<file path="src/rtl/phy_fw_pkg.sv">
/*
 Package for the PHY firmware offset register bank: word addresses,
 field positions, reset values and the carrier struct for each PHY.
 Assumes a 16-bit word-addressed register port.
*/
`default_nettype none
package phy_fw_pkg;
    localparam int NUM_PHYS = 4;
    localparam int ADDR_W = 16;
    localparam int DATA_W = 16;
    localparam int OFFS_W = 14;
    localparam int BASE_W = 18;
    localparam int LOW_ZERO_W = 4;
    localparam int SRC_BIT = 15;
    localparam int INV_BIT = 14;
    localparam int OFFS_MSB = 13;
    localparam logic [ADDR_W-1:0] PHY0_FW_ADDR = 16'hF700;
    localparam logic [ADDR_W-1:0] PHY1_FW_ADDR = 16'hF710;
    localparam logic [ADDR_W-1:0] PHY2_FW_ADDR = 16'hF720;
    localparam logic [ADDR_W-1:0] PHY3_FW_ADDR = 16'hF730;
    localparam logic [DATA_W-1:0] FW_RESET = 16'h4000;
    localparam logic [DATA_W-1:0] ZERO_DATA = 16'h0000;
    localparam logic [LOW_ZERO_W-1:0] LOW_ZERO = 4'h0;

    typedef struct packed {
        logic external_eeprom_source;
        logic firmware_address_invert;
        logic [BASE_W-1:0] firmware_base;
    } phy_fw_cfg_t;
endpackage
`default_nettype wire

</file>
<file path="src/rtl/phy_firmware_offset_regs.sv">
/*
 Register bank holding firmware fetch setup for four integrated PHY
 macros, on a plain word-addressed port with read data one cycle later.
 Assumes the management master and the PHY fetch logic share clk_in.
*/
// The implementer's own choice: strobed register access.
`default_nettype none
module phy_firmware_offset_regs (
    input wire logic clk_in,
    input wire logic resetn_in,
    input wire logic [phy_fw_pkg::ADDR_W-1:0] addr_in,
    input wire logic [phy_fw_pkg::DATA_W-1:0] wdata_in,
    input wire logic wr_in,
    input wire logic rd_in,
    output logic [phy_fw_pkg::DATA_W-1:0] rdata_out,
    output var phy_fw_pkg::phy_fw_cfg_t [phy_fw_pkg::NUM_PHYS-1:0] phy_cfg_out
);
    import phy_fw_pkg::*;

    logic [NUM_PHYS-1:0] sel;
    logic [DATA_W-1:0] value [NUM_PHYS];
    logic [DATA_W-1:0] rdata_ff;
    logic [DATA_W-1:0] nxt_rdata;

    fw_addr_decode u_decode (
        .addr_in(addr_in),
        .sel_out(sel)
    );

    // All four share one reset value; each of the four is fixed to it
    for (genvar i = 0; i < NUM_PHYS; i++) begin : g_reg
        fw_offset_reg u_reg (
            .clk_in(clk_in),
            .resetn_in(resetn_in),
            .wr_in(wr_in & sel[i]),
            .wdata_in(wdata_in),
            .value_out(value[i]),
            .cfg_out(phy_cfg_out[i])
        );
    end

    // Unmapped reads return zero; data is valid only the cycle after
    always_comb begin
        nxt_rdata = ZERO_DATA;
        if (rd_in) begin
            for (int i = 0; i < NUM_PHYS; i++) begin
                if (sel[i]) begin
                    nxt_rdata = value[i];
                end
            end
        end
    end

    always_ff @(posedge clk_in) begin
        if (!resetn_in) begin
            rdata_ff <= ZERO_DATA;
        end else begin
            rdata_ff <= nxt_rdata;
        end
    end

    assign rdata_out = rdata_ff;
endmodule // phy_firmware_offset_regs
`default_nettype wire

</file>
<file path="src/rtl/fw_addr_decode.sv">
/*
 Word address decoder: one-hot select of the four firmware registers.
 Assumes the address is a word address from the same clock domain.
*/
`default_nettype none
module fw_addr_decode (
    input wire logic [phy_fw_pkg::ADDR_W-1:0] addr_in,
    output logic [phy_fw_pkg::NUM_PHYS-1:0] sel_out
);
    import phy_fw_pkg::*;
    always_comb begin
        sel_out[0] = (addr_in == PHY0_FW_ADDR);
        sel_out[1] = (addr_in == PHY1_FW_ADDR);
        sel_out[2] = (addr_in == PHY2_FW_ADDR);
        sel_out[3] = (addr_in == PHY3_FW_ADDR);
    end
endmodule // fw_addr_decode
`default_nettype wire

</file>
<file path="src/rtl/fw_offset_reg.sv">
/*
 One firmware offset register and its derived PHY configuration.
 Assumes a synchronous active-low reset and same-clock write strobe.
*/
`default_nettype none
module fw_offset_reg (
    input wire logic clk_in,
    input wire logic resetn_in,
    input wire logic wr_in,
    input wire logic [phy_fw_pkg::DATA_W-1:0] wdata_in,
    output logic [phy_fw_pkg::DATA_W-1:0] value_out,
    output var phy_fw_pkg::phy_fw_cfg_t cfg_out
);
    import phy_fw_pkg::*;
    logic [DATA_W-1:0] value_ff;
    logic [DATA_W-1:0] nxt_value;
    phy_fw_cfg_t cfg_ff;
    phy_fw_cfg_t nxt_cfg;

    always_comb begin
        nxt_value = wr_in ? wdata_in : value_ff;
        nxt_cfg.external_eeprom_source = nxt_value[SRC_BIT];
        nxt_cfg.firmware_address_invert = nxt_value[INV_BIT];
        nxt_cfg.firmware_base = {nxt_value[OFFS_MSB:0], LOW_ZERO};
    end

    always_ff @(posedge clk_in) begin
        if (!resetn_in) begin
            value_ff <= FW_RESET;
            // Derived from the reset word so the two can never disagree
            cfg_ff <= '{FW_RESET[SRC_BIT], FW_RESET[INV_BIT],
                {FW_RESET[OFFS_MSB:0], LOW_ZERO}};
        end else begin
            value_ff <= nxt_value;
            cfg_ff <= nxt_cfg;
        end
    end

    assign value_out = value_ff;
    assign cfg_out = cfg_ff;
endmodule // fw_offset_reg
`default_nettype wire

</file>
<file path="config.mk">
export PLATFORM = sky130hd
export DESIGN_NAME = phy_firmware_offset_regs
export DESIGN_NICKNAME = d
export VERILOG_FILES = /design/src/rtl/phy_fw_pkg.sv /design/src/rtl/phy_firmware_offset_regs.sv /design/src/rtl/fw_addr_decode.sv /design/src/rtl/fw_offset_reg.sv
export SDC_FILE = /design/constraint.sdc
export NUM_CORES = 1
export LEC_CHECK = 0
export BUFFER_PORTS_ARGS = -buffer_cell sky130_fd_sc_hd__buf_2
export CAP_MARGIN = 20
export CORE_ASPECT_RATIO = 0.6
export CORE_MARGIN = 5
export CORE_UTILIZATION = 44
export CTS_CLUSTER_SIZE = 40
export DETAILED_ROUTE_END_ITERATION = 6
export PLACE_DENSITY = 0.76
export SLEW_MARGIN = 20
export SYNTH_ARGS = -nofsm -noshare
export SYNTH_HDL_FRONTEND = slang
export SYNTH_SLANG_ARGS = --single-unit
export TNS_END_PERCENT = 10
</file>
<file path="constraint.sdc">
create_clock -name clk_in -period 1.84 [get_ports clk_in]
set_clock_uncertainty 0.2 [all_clocks]
set_input_delay 0.092 -clock clk_in [delete_from_list [all_inputs] [get_ports clk_in]]
set_output_delay 0.092 -clock clk_in [all_outputs]
set_load 0.03 [all_outputs]
</file>
### Yosys cells after proc, flatten, opt, wreduce, memory -nomap -nowiden

Cells that the tools add are included.

| word-level totals | value |
|---|---|
| flip-flop bits (word level) | 160 |
| word-level logic and storage cells | 38 |

| operators by class | value |
|---|---|
| eq/ne operators | 4 |
| muxes and demuxes | 8 |
| bitwise gates (word level) | 4 |
| reductions and logical operators | 1 |

Operator list:

| operator | number |
|---|---|
| $mux 16 | 8 |
| $eq 16x16->1 const B | 4 |
| $and 1x1->1 | 4 |
| $reduce_and 2->1 | 1 |

### Depth between registers and ports, before layout

Gate-level depths: netlist of the first run.

| logic depth | value |
|---|---|
| depth in word-level cells | 5 |
| depth in mapped cells | 6 |
| depth with buffers taken out | 4 |

### By module

Synthesis of the first run repeated with hierarchy kept, for this count alone.

| second synthesis, totals | value |
|---|---|
| cells, all modules | 384 |
| area, all modules | 4033.9 sq um |

By module, submodules not included:

| module | instances | cells an instance | area each (sq um) |
|---|---|---|---|
| fw_offset_reg | 4 | 72 | 767.0 |
| phy_firmware_offset_regs | 1 | 85 | 869.6 |
| fw_addr_decode | 1 | 11 | 96.3 |

### Least setup slack after synthesis of the first run

OpenSTA, ideal clock, no wires.

| timing path | value |
|---|---|
| kind | input port to flip-flop |
| from | in addr_in[3] (netlist bit) |
| to | reg g_reg[3].u_reg.cfg_ff, in the netlist g_reg[3].u_reg.cfg_out[19] |
| setup time | 72 ps |
| arrival time | 1609 ps |
| path slack | -41 ps |
| stages | 6 |
| cells stage by stage | or4_4 > nor4_4 > and3_1 > buf_6 > buf_12 > mux2i_1 |

| between the ends | value |
|---|---|
| longest elaborated chain between the ends | 3 |

Ends and longest elaborated chain:

| item | line | source |
|---|---|---|
| from (decl) | phy_firmware_offset_regs.sv:11 | `input wire logic [phy_fw_pkg::ADDR_W-1:0] addr_in,` |
| $eq 16x16->1 | fw_addr_decode.sv:15 | `sel_out[3] = (addr_in == PHY3_FW_ADDR);` |
| $and 1x1->1 | phy_firmware_offset_regs.sv:35 | `.wr_in(wr_in & sel[i]),` |
| $mux 16 | fw_offset_reg.sv:21 | `nxt_value = wr_in ? wdata_in : value_ff;` |
| to (signal assigned) | fw_offset_reg.sv:31 | `cfg_ff <= '{FW_RESET[SRC_BIT], FW_RESET[INV_BIT],` |
| to (signal assigned) | fw_offset_reg.sv:35 | `cfg_ff <= nxt_cfg;` |
| to (decl) | fw_offset_reg.sv:17 | `phy_fw_cfg_t cfg_ff;` |

No other way between the ends.
A chain may end at the register's enable or synchronous reset.

### Worst setup path after layout of the first run

| timing path | value |
|---|---|
| from | in addr_in[7] (netlist bit) |
| to | reg g_reg[3].u_reg.value_ff[4] |

| between the ends | value |
|---|---|
| longest elaborated chain between the ends | 3 |

Ends and longest elaborated chain:

| item | line | source |
|---|---|---|
| $eq 16x16->1 | fw_addr_decode.sv:15 |  |
| $and 1x1->1 | phy_firmware_offset_regs.sv:35 |  |
| $mux 16 | fw_offset_reg.sv:21 |  |
| to (signal assigned) | fw_offset_reg.sv:34 | `value_ff <= nxt_value;` |
| to (decl) | fw_offset_reg.sv:15 | `logic [DATA_W-1:0] value_ff;` |

No other way between the ends.

==> impl_results.md, run 1 <==
* Total routed wirelength at 9.561 mm
* # resized after CTS at 0
* Largest net degree at the start of global routing at between 40 and 50
* Crit path launch type: input port
* Post-synthesis mux area share at about 26%
* Period minus WS final at 1647 ps
* Seq cells post-synth at 80
* Clk sinks at 80
* Layout cell share with drive strength beyond 1 at about 36%
* Largest family of logic cells by synthesized area: multiplexers
* Dpl cell area at 4061 um^2
* Yosys warns at 0
* Synth Area in Simple Gates at between 10% and 20%
* HP Class: input port to flop
* Hold_sp: addr_in[7]
* Maximum VDD drop at ~0.5 mV
* Detail Placement HPWL at roughly 6.9 mm
* Core area at 7417 um^2
* Maxcap violations at 0
* Drc violations at 0
* Final net count at between 500 and 600
* Die span in y at approximately 78 um
* Post-synth top flop: dfxtp_1
* Power Dens Cells at around 840 nW/um^2
* Final Hold Fails at 0
* TritonCTS clock tree: done
* Hold_ws at 26.03 ps
* Final max-slew violation count at 0
* CTS Hold Bufs at 17
* Global-route wire length before repair at 15.29 mm
* Port Buf Inserts at ~120
* Critical path class: input port to flop
* Die Footprint at 9692 um^2
* CP required at 1900 ps
* IO Pins at about 130
* RR Endpoint: rdata_out[10]
* Number of setup violations in the final report at 0
* Post-route antenna net violation count at 0
* Synth cell types at 28
* Starting Density at between 40 and 50%
* DRT Pass-1 Iters at 4
* Routed len/inst at around 16 um
* R2r setup slk at about 600 ps
* Data arrival time of the critical path at around 1700 ps
* Cells after Synth at between 300 and 400
* Cell row count at 24
* Vias at between 2000 and 3000
* Achievable clock frequency at around 610 MHz
* Cell depth of the worst flop-to-flop path at 2
* ANT cells at 0
* Pleak at about 0.0023 uW
* Finished Cell Area at between 4000 and 5000 um^2
* Synthesized area at 3420 um^2
* Asr flop ratio synth at 0%
* Detailed Route Iter0 Violations at ~150
* RSZ-0062 raised after global routing: false
* GRT overflow at 0
* Max FO, Critical Path at 8
* Post-CTS setup buffer count at 0
* Post-synthesis compound-gate area fraction at approximately 4.4%
* Adder-Cell Fraction of Synth Area at 0%
* Worst skew pair latency at 330 ps
* GRT Resource Usage Total at roughly a fifth
* H-Tree Depth at 3
* Critical R2R Launch: g_reg[3].u_reg.value_out[10]
* Initial antenna violation count at 0
* Root Driver: clkbuf_16
* Clock transition at path regs at approximately 60 ps
* Hold Path Cell Cnt at 5
* Vias in the first global route at between 3000 and 4000
* Hold EP: rdata_out[2]
* Sequential area share after synthesis at a little under half
* Clk buf depth at 2
* Final period utilization at 89.53%
* Synth Area in XOR/XNOR at 0%
* Critical Path End Type: flop
* Syn_area_per_cell at 10.27 um^2
* Total power draw at ~3800 uW
* RePlAce Congestion at 0.8276
* Area grow syn2layout at 33.08%
* Outcome: finished clean
* TritonCTS Buffers at 9
* Share of the synthesized area in the top cell type at between 40 and 50%
* Area leader, netlist: dfxtp_1
* Die width at ~120 um
* Synth area leaders: dfxtp_1 (47%), mux2i_1 (19%), nand2_1 (8.2%), mux2_2 (3.6%), buf_4 (3.5%)
* Via density at just under 5
* EDFF count, synth at 0
## worst max-delay path, cell delays in order
cell,delay [ps]
buf_2,100
or3b_2,490
nor4_4,380
and3_1,230
buf_4,200
mux2i_1,210
## through the flow
stage               instances  util, %  setup WS (ps)  setup TNS (ps)
detailed placement        548    54.76         -161.5           -3808
global route              581    61.35          98.27               0
finish                    581    61.35          192.7               0
floorplan                 348        -          14.59               0
global placement          548    54.76         -98.39           -2427
CTS                       581    61.35          178.0               0
## layer usage
| metal | global-route usage, % | routed length [um] |
|---|---|---|
| met4 | 6.519 | 79 |
| met1 | 25.62 | 4224 |
| met2 | 33.15 | 4523 |
| met5 | 0 | 0 |
| met3 | 6.466 | 735 |
## power breakdown
| part | internal, uW | switching, uW | leakage, uW |
|---|---|---|---|
| sequential | 1730 | 0.0104 | 0.000644 |
| clock | 1200 | 663 | 0.000159 |
| combinational | 87.1 | 142 | 0.00154 |
## final cells by class
class / instances / area (um^2)
Sequential cell: 80 / 1602
Tap cell: 104 / 130.1
Clock buffer: 14 / 284.0
Fill cell: 638 / 2867
Clock inverter: 2 / 35.03
Timing Repair Buffer: 152 / 908.4
Inverter: 11 / 41.29
Multi-Input combinational cell: 218 / 1550
## kinds of logic (layout without fill, tap and decap cells)
group | after synthesis | count (layout)
flops | 80 | 80
simple gates | 100 | 100
mux | 80 | 80
buf+inv | 50 | 179
other cells | 1 | 16
compound gates | 22 | 22
## synth_stat cells (4+ instances only)
master,instances
nand2_1,75
nor2b_1,10
mux2_2,11
buf_4,16
o22ai_1,11
mux4_2,5
buf_6,4
mux2i_1,64
dfxtp_1,80
clkbuf_1,14
a211oi_1,11
inv_1,11
## sequential cells by signal, summed over array words and instances (netlist names)
name	count
g.u_reg.value_out	21
g.u_reg.cfg_out	43
rdata_out	16
## worst max-delay path by stage
stage	start	endpoint	slack (ps)	cells past startpoint
finish	addr_in[7]	g_reg[3].u_reg.value_out[4]	190	6
global route	addr_in[7]	g_reg[3].u_reg.value_out[3]	100	6
CTS	addr_in[7]	g_reg[3].u_reg.value_out[3]	180	6
detailed placement	addr_in[7]	g_reg[3].u_reg.value_out[3]	-160	6
global placement	addr_in[7]	g_reg[3].u_reg.value_out[9]	-100	6
floorplan	addr_in[7]	g_reg[3].u_reg.cfg_out[19]	10	6
## layout by cell type (no fill, tap or decap)
cell and instances:
buf_2 115, dfxtp_1 80, nand2_1 75, mux2i_1 64, buf_4 19, dlygate4sd3_1 17
conb_1 16, inv_1 11, mux2_2 11, o22ai_1 11, a211oi_1 11, nor2b_1 10
clkbuf_16 9, mux4_2 5, clkbuf_8 4, nand4_1 2, nand3b_1 2, nor2_1 2
or4_4 1, nand4b_1 1, or3b_2 1, nor4_4 1, and3_1 1, nand2_2 1
nor3_1 1, and4_1 1, nand2b_1 1, clkbuf_1 1, bufinv_16 1, clkinv_2 1
buf_12 1
No activity file was read; power rests on OpenSTA's default activity.
==> run 2, diff against run 1 <==
ABC_AREA = 1   (was default)
CORE_UTILIZATION = 45   (was 44)
PLACE_DENSITY = 0.77   (was 0.76)
RECOVER_POWER = 100   (was default)
==> run 2 against run 1 <==
- first-iteration DRC count rose to 2.8 times the previous value
- global-route usage rose by 2.8 points
- routed wire length rose by 24%
- highest routed layer unchanged
- power barely moved
- critical endpoint is now rdata_out[14]
- largest power group unchanged
- flip-flop and latch count did not move
- clock-buffer cell count fell by 4
- maximum frequency fell by 3.4%
- clock power barely moved
==> impl_results.md, run 2 <==
* Outcome: finished clean
* Vias in the first global route at 3256 (+8.0%)
* Cells after Synth at 483 (+45%)
* Period minus WS final at 1706 ps (+58.86 ps)
* Final max-slew violation count at 0 (unchanged)
* ANT cells at 0 (unchanged)
* Critical-path top delay cell: dlygate4sd3_1
* Seq cells post-synth at 80 (unchanged)
* Routed len/inst at 16.32 um (-0.85%)
* Post-route antenna net violation count at 0 (unchanged)
* Via density at 5.225 (+6.6%)
* Max FO, Critical Path at 15 (+7)
* Die span in y at 79.28 um (+1.3%)
* Sequential area share after synthesis at 44.49% (-2.3 points)
* Final Hold Fails at 0 (unchanged)
* Worst Tran Pin Value at between 600 and 700 ps
* Area grow syn2layout at 26.42%
* H-Tree Depth at 3 (unchanged)
* Final period utilization at 92.73% (+3.2 points)
* Root Driver: clkbuf_16
* Maxcap violations at 0 (unchanged)
* Worst rel slew slack at roughly three fifths
* Finished Layout Cells at 725 (+25%)
* Cell row count at 25 (+4.2%)
* Synth cell types at 24 (-14%)
* # resized after CTS at 0 (unchanged)
* Post-Route Setup TNS at 0 ps (unchanged)
* Critical Path End Type: flop
* Most frequent cell after synthesis: nand2_1
* Adder-Cell Fraction of Synth Area at 0% (unchanged)
* Top cells by count, synth: nand2_1 (164), dfxtp_1 (80), a21oi_1 (42)
* Global-route wire length before repair at 17.98 mm (+18%)
* RePlAce Congestion at 0.8783 (+6.1%)
* Syn_area_per_cell at 7.453 um^2 (-27%)
* Number of setup violations in the final report at 0 (unchanged)
* Drc violations at 0 (unchanged)
* Yosys warns at 0 (unchanged)
* Core area at 7820 um^2 (+5.4%)
* Largest register FFs at 43 (unchanged)
* EDFF count, synth at 0 (unchanged)
* Synth area leaders: dfxtp_1 (44%), nand2_1 (17%), a21oi_1 (5.8%), nand3_1 (5.6%), a21oi_2 (4.4%)
* Layout cell share with drive strength beyond 1 at 13.94% (-22 points)
* Total routed wirelength at 11.83 mm (+24%)
* Most common cell after layout, fill and taps aside: nand2_1
* Post-synthesis mux area share at 0% (-26 points)
* Critical path class: input port to flop
* Asr flop ratio synth at 0% (unchanged)
* Synthesized area at 3600 um^2 (+5.3%)
* Achievable clock frequency at 586.1 MHz (-3.4%)
* Critical path cell sequence: dlygate4sd3_1 > clkbuf_1 > nand2_1 > inv_1 > o21ai_0 > nor2_1
* DRT Pass-1 Iters at 5 (+1)
* Clk sinks at 80 (unchanged)
* Post-synthesis compound-gate area fraction at 12.30% (+7.9 points)
* TritonCTS Buffers at 9 (unchanged)
* Starting Density at 46.03% (-0.071 points)
* Clk buf depth at 2 (unchanged)
* Detail Placement HPWL at 8.367 mm (+21%)
* CP peak stage delay at 550 ps (+60 ps)
* Die width at 125.5 um (+1.3%)
* Initial antenna violation count at 0 (unchanged)
* Port Buf Inserts at 115 (unchanged)
* Clock transition at path regs at 60 ps (about the same)
* Detailed Route Iter0 Violations at 421 (+180%)
* GRT overflow at 0 (unchanged)
* Post-synth top flop: dfxtp_1
* GRT Resource Usage Total at 23.17% (+2.8 points)
* Total power draw at 3818 uW (about the same)
* Pleak at 0.001807 uW (-23%)
* Most frequent cells in the layout: nand2_1 (164), clkbuf_1 (82), dfxtp_1 (80)
* Placed Instances at 690 (+26%)
* IO Pins at 132 (unchanged)
* TritonCTS clock tree: done
* Vias at 3788 (+33%)
* Maximum VDD drop at 0.4427 mV (-10%)
* CP required at 1890 ps (about the same)
* Largest family of logic cells by synthesized area: simple AND/OR/NAND/NOR gates
* Die Footprint at 9947 um^2 (+2.6%)
* Area leader, netlist: dfxtp_1
* Worst skew pair latency at 340 ps (about the same)
* RSZ-0062 raised after global routing: false
* Share of the synthesized area in the top cell type at 44.49% (-2.3 points)
* Power Dens Cells at 839.0 nW/um^2 (about the same)
* Synth Area in XOR/XNOR at 0% (unchanged)
* Hold_ws at 103.3 ps (+77.26 ps)
* Data arrival time of the critical path at 1760 ps (+60 ps)
* Crit path launch type: input port
* Largest net degree at the start of global routing at 40 (-2.4%)
* Synth Area in Simple Gates at 34.03% (+21 points)
* HP Class: input port to flop
* Final net count at 649 (+28%)
## run 2: changes by cell type after synthesis, sizes merged, moves of 13 or more
| cell | before | now |
|---|---|---|
| o21ai | 0 | 15 |
| a21oi | 0 | 60 |
| nor2 | 2 | 43 |
| nand3 | 0 | 44 |
| mux2i | 64 | 0 |
| nand2 | 76 | 167 |
| nand4 | 2 | 15 |
## run 2: logic make-up (layout without fill, tap and decap cells)
group | after synthesis | after routing
and+or+nand+nor | 271 | 271
DFF | 80 | 80
AOI/OAI and AO/OA | 75 | 75
buffers and inverters | 56 | 175
other | 1 | 16
## run 2: routing by layer
layer	vias up	track usage [%]	wire [um]
met5	-	0	0
met4	0	5.952	194
met3	22	8.535	1524
met2	234	33.37	4979
met1	1727	32.62	5131
li1	1805	-	-
## run 2: where the power goes
group          total, uW  switching [uW]  internal [uW]
clock network       1870             690           1180
registers           1730          0.0111           1730
logic                214             149           65.1
## run 2: repair_timing
| action | 4_1_cts | 5_1_grt |
|---|---|---|
| buffers inserted | 0 | 1 |
| endpoints found under the setup margin | 0 | 1 |
| endpoints found under the hold margin | 65 | 0 |
| hold buffers | 19 | 0 |
## run 2: path summary, 6_finish.rpt
| check | slack [ps] | start | depth (start not counted) | end |
|---|---|---|---|---|
| worst min register to register | 280 | g_reg[3].u_reg.value_out[5] | 2 | g_reg[3].u_reg.value_out[5] |
| worst max-delay path | 130 | resetn_in | 6 | rdata_out[14] |
| worst max register to register | 490 | g_reg[1].u_reg.value_out[14] | 3 | g_reg[1].u_reg.value_out[14] |
| worst min-delay path | 100 | wr_in | 4 | g_reg[1].u_reg.cfg_out[7] |
## run 2: layout make-up
cell class | instances | area, um^2
multi-input combinational | 362 | 1680
timing repair buffer | 147 | 772.0
clock inverter | 5 | 81.33
tap | 108 | 135.1
clock buffer | 10 | 229.0
sequential | 80 | 1602
inverter | 13 | 51.30
fill | 815 | 3269
## run 2: worst max-delay path, delay by kind of cell
| kind | cells | cell delay, ps |
|---|---|---|
| simple gates | 2 | 330 |
| compound gates | 1 | 150 |
| buf+inv | 3 | 1180 |
## run 2: through the flow
stage | setup WS [ps] | instance area (um^2) | util (%)
2_1_floorplan | 508.1 | 3656 | -
3_3_place_gp | 249.2 | 4194 | 53.63
3_5_place_dp | 168.2 | 4194 | 53.63
4_1_cts | 46.87 | 4695 | 60.03
5_1_grt | 45.54 | 4551 | 58.19
6_report | 133.8 | 4551 | 58.19
==> run 3, diff against run 2 <==
==> constraint.sdc (replaced) <==
create_clock -name clk_in -period 1.84 [get_ports clk_in]
set_clock_uncertainty 0.2 [all_clocks]
set_input_delay 0.184 -clock clk_in [delete_from_list [all_inputs] [get_ports clk_in]]
set_output_delay 0.184 -clock clk_in [all_outputs]
set_load 0.03 [all_outputs]
==> run 3 against run 2 <==
- sequential power is essentially flat
- power shrank 4.4%
- worst hold slack gained 120 ps
- combinational power is essentially flat
- critical path depth grew 3
- clock-buffer cell count is the same
- via count grew 0.87%
- flip-flop and latch count is the same
- die area is the same
- register-to-register slack gained 30 ps
- design area grew 0.22%
- setup slack gained 9.0 ps
==> impl_results.md, run 3 (synthesis gave the netlist of run 2 again) <==
* Root Driver: clkbuf_16
* Port Buf Inserts at 115 (unchanged)
* Starting Density at 46.03% (unchanged)
* Power Dens Cells at 799.9 nW/um^2 (-4.7%)
* DRT Pass-1 Iters at 5 (unchanged)
* Fill cells at 761 (-6.6%)
* Worst Tran Pin Value at 723.6 ps (+118.5 ps)
* Post-route antenna net violation count at 0 (unchanged)
* Outcome: finished clean
* Maximum VDD drop at 0.4556 mV (+2.9%)
* Cell row count at 25 (unchanged)
* Die Footprint at 9947 um^2 (unchanged)
* Initial antenna violation count at 0 (unchanged)
* Layout cell share with drive strength beyond 1 at 15.00% (+1.1 points)
* Drc violations at 0 (unchanged)
* GRT Resource Usage Total at 23.33% (+0.16 points)
* RePlAce Congestion at 0.9156 (+4.2%)
* IO Pins at 132 (unchanged)
* # resized after CTS at 0 (unchanged)
* Routed len/inst at 16.36 um (+0.26%)
* Data arrival time of the critical path at 1720 ps (-40 ps)
* Largest register FFs at 43 (unchanged)
* Critical Path End Type: flop
* Finished Cell Area at 4561 um^2 (+0.22%)
* Number of setup violations in the final report at 0 (unchanged)
* CP required at 1860 ps (-30 ps)
* Worst skew pair latency at 330 ps (about the same)
* Final period utilization at 92.24% (-0.49 points)
* Via density at 5.249 (+0.46%)
* Final net count at 653 (+0.62%)
* Largest net degree at the start of global routing at 36 (-10%)
* H-Tree Depth at 3 (unchanged)
* Total routed wirelength at 11.91 mm (+0.68%)
* Worst rel slew slack at 51.76% (-7.7 points)
* TritonCTS clock tree: done
* Detail Placement HPWL at 8.464 mm (+1.2%)
* Placed Instances at 692 (+0.29%)
* Detailed Route Iter0 Violations at 405 (-3.8%)
* GRT overflow at 0 (unchanged)
* Vias at 3821 (+0.87%)
* TritonCTS Buffers at 9 (unchanged)
* Clk sinks at 80 (unchanged)
* Pleak at 0.001813 uW (+0.33%)
* Final Util at 58.32% (+0.13 points)
* Most common cell after layout, fill and taps aside: nand2_1
* Final max-slew violation count at 0 (unchanged)
* Post-Route Setup TNS at 0 ps (unchanged)
* Vias in the first global route at 3495 (+7.3%)
* Clock transition at path regs at 60 ps (about the same)
* Die span in y at 79.28 um (unchanged)
* Area grow syn2layout at 26.69%
* Period minus WS final at 1697 ps (-9.001 ps)
* Hold_ws at 222.2 ps (+118.9 ps)
* Crit path launch type: input port
* Clk buf depth at 2 (unchanged)
* RSZ-0062 raised after global routing: false
* HP Class: input port to flop
* Core area at 7820 um^2 (unchanged)
* Most frequent cells in the layout: nand2_1 (164), clkbuf_1 (82), dfxtp_1 (80)
* Achievable clock frequency at 589.2 MHz (+0.53%)
* Finished Layout Cells at 728 (+0.41%)
* Dpl cell area at 4222 um^2 (+0.66%)
* Maxcap violations at 0 (unchanged)
* Final Hold Fails at 0 (unchanged)
* Die width at 125.5 um (unchanged)
* Max FO, Critical Path at 16 (+1)
* ANT cells at 0 (unchanged)
* Global-route wire length before repair at 18.30 mm (+1.8%)
* Critical path class: input port to flop
run 3: layer usage:
layer  up-vias  GRT usage [%]  part of all wire [%]
met1      1787          31.85                    44
met2       209          34.12                    42
li1       1808              -                     -
met5         -              0                     0
met3        17          9.140                    12
met4         0          6.602                   1.3
run 3: cell type report:
type / count / area [um^2] / area share (%)
clock inverters: 4 / 47.55 / 1.043
multi-input cells: 362 / 1687 / 36.98
inverters: 13 / 51.30 / 1.125
well taps: 108 / 135.1 / 2.963
repair buffers: 151 / 809.5 / 17.75
clock buffers: 10 / 229.0 / 5.021
flip-flops and latches: 80 / 1602 / 35.12
run 3: repair_timing:
| action | 4_1_cts | 5_1_grt |
|---|---|---|
| setup endpoints to repair | 0 | 1 |
| hold buffers | 19 | 0 |
| buffers inserted | 0 | 3 |
| hold endpoints to repair | 65 | 0 |
run 3: worst paths after layout:
kind	startpoint	to	slack (ps)	depth (start not counted)
worst max-delay path	addr_in[7]	g_reg[1].u_reg.value_out[14]	140	9
worst min-delay path	wr_in	g_reg[0].u_reg.value_out[14]	220	4
worst max register to register	g_reg[1].u_reg.value_out[14]	g_reg[1].u_reg.value_out[14]	520	3
worst min register to register	g_reg[3].u_reg.value_out[5]	g_reg[3].u_reg.value_out[5]	280	2
run 3: power breakdown:
part | internal (uW) | switching [uW] | leakage [uW] | total (uW)
clock | 1030 | 670 | 0.000134 | 1700
sequential | 1730 | 0.0115 | 0.000644 | 1730
combinational | 65.6 | 151 | 0.00104 | 216
total | 2830 | 820 | 0.00181 | 3650
run 3: metrics by stage:
| stage | power, uW | worst slack, ps |
|---|---|---|
| 2_1_floorplan | 1893 | 416.1 |
| 3_3_place_gp | 1950 | 226.2 |
| 3_5_place_dp | 1952 | 183.8 |
| 4_1_cts | 3666 | 27.24 |
| 5_1_grt | 3754 | 14.01 |
| 6_report | 3648 | 142.8 |
run 3: worst max-delay path, cell delays in order:
cell,delay (ps)
buf_2,110
nor2_4,130
nand3_1,120
nor2_4,190
nand3_4,80
buf_4,210
nand2_1,70
nand3_1,70
dlygate4sd3_1,550
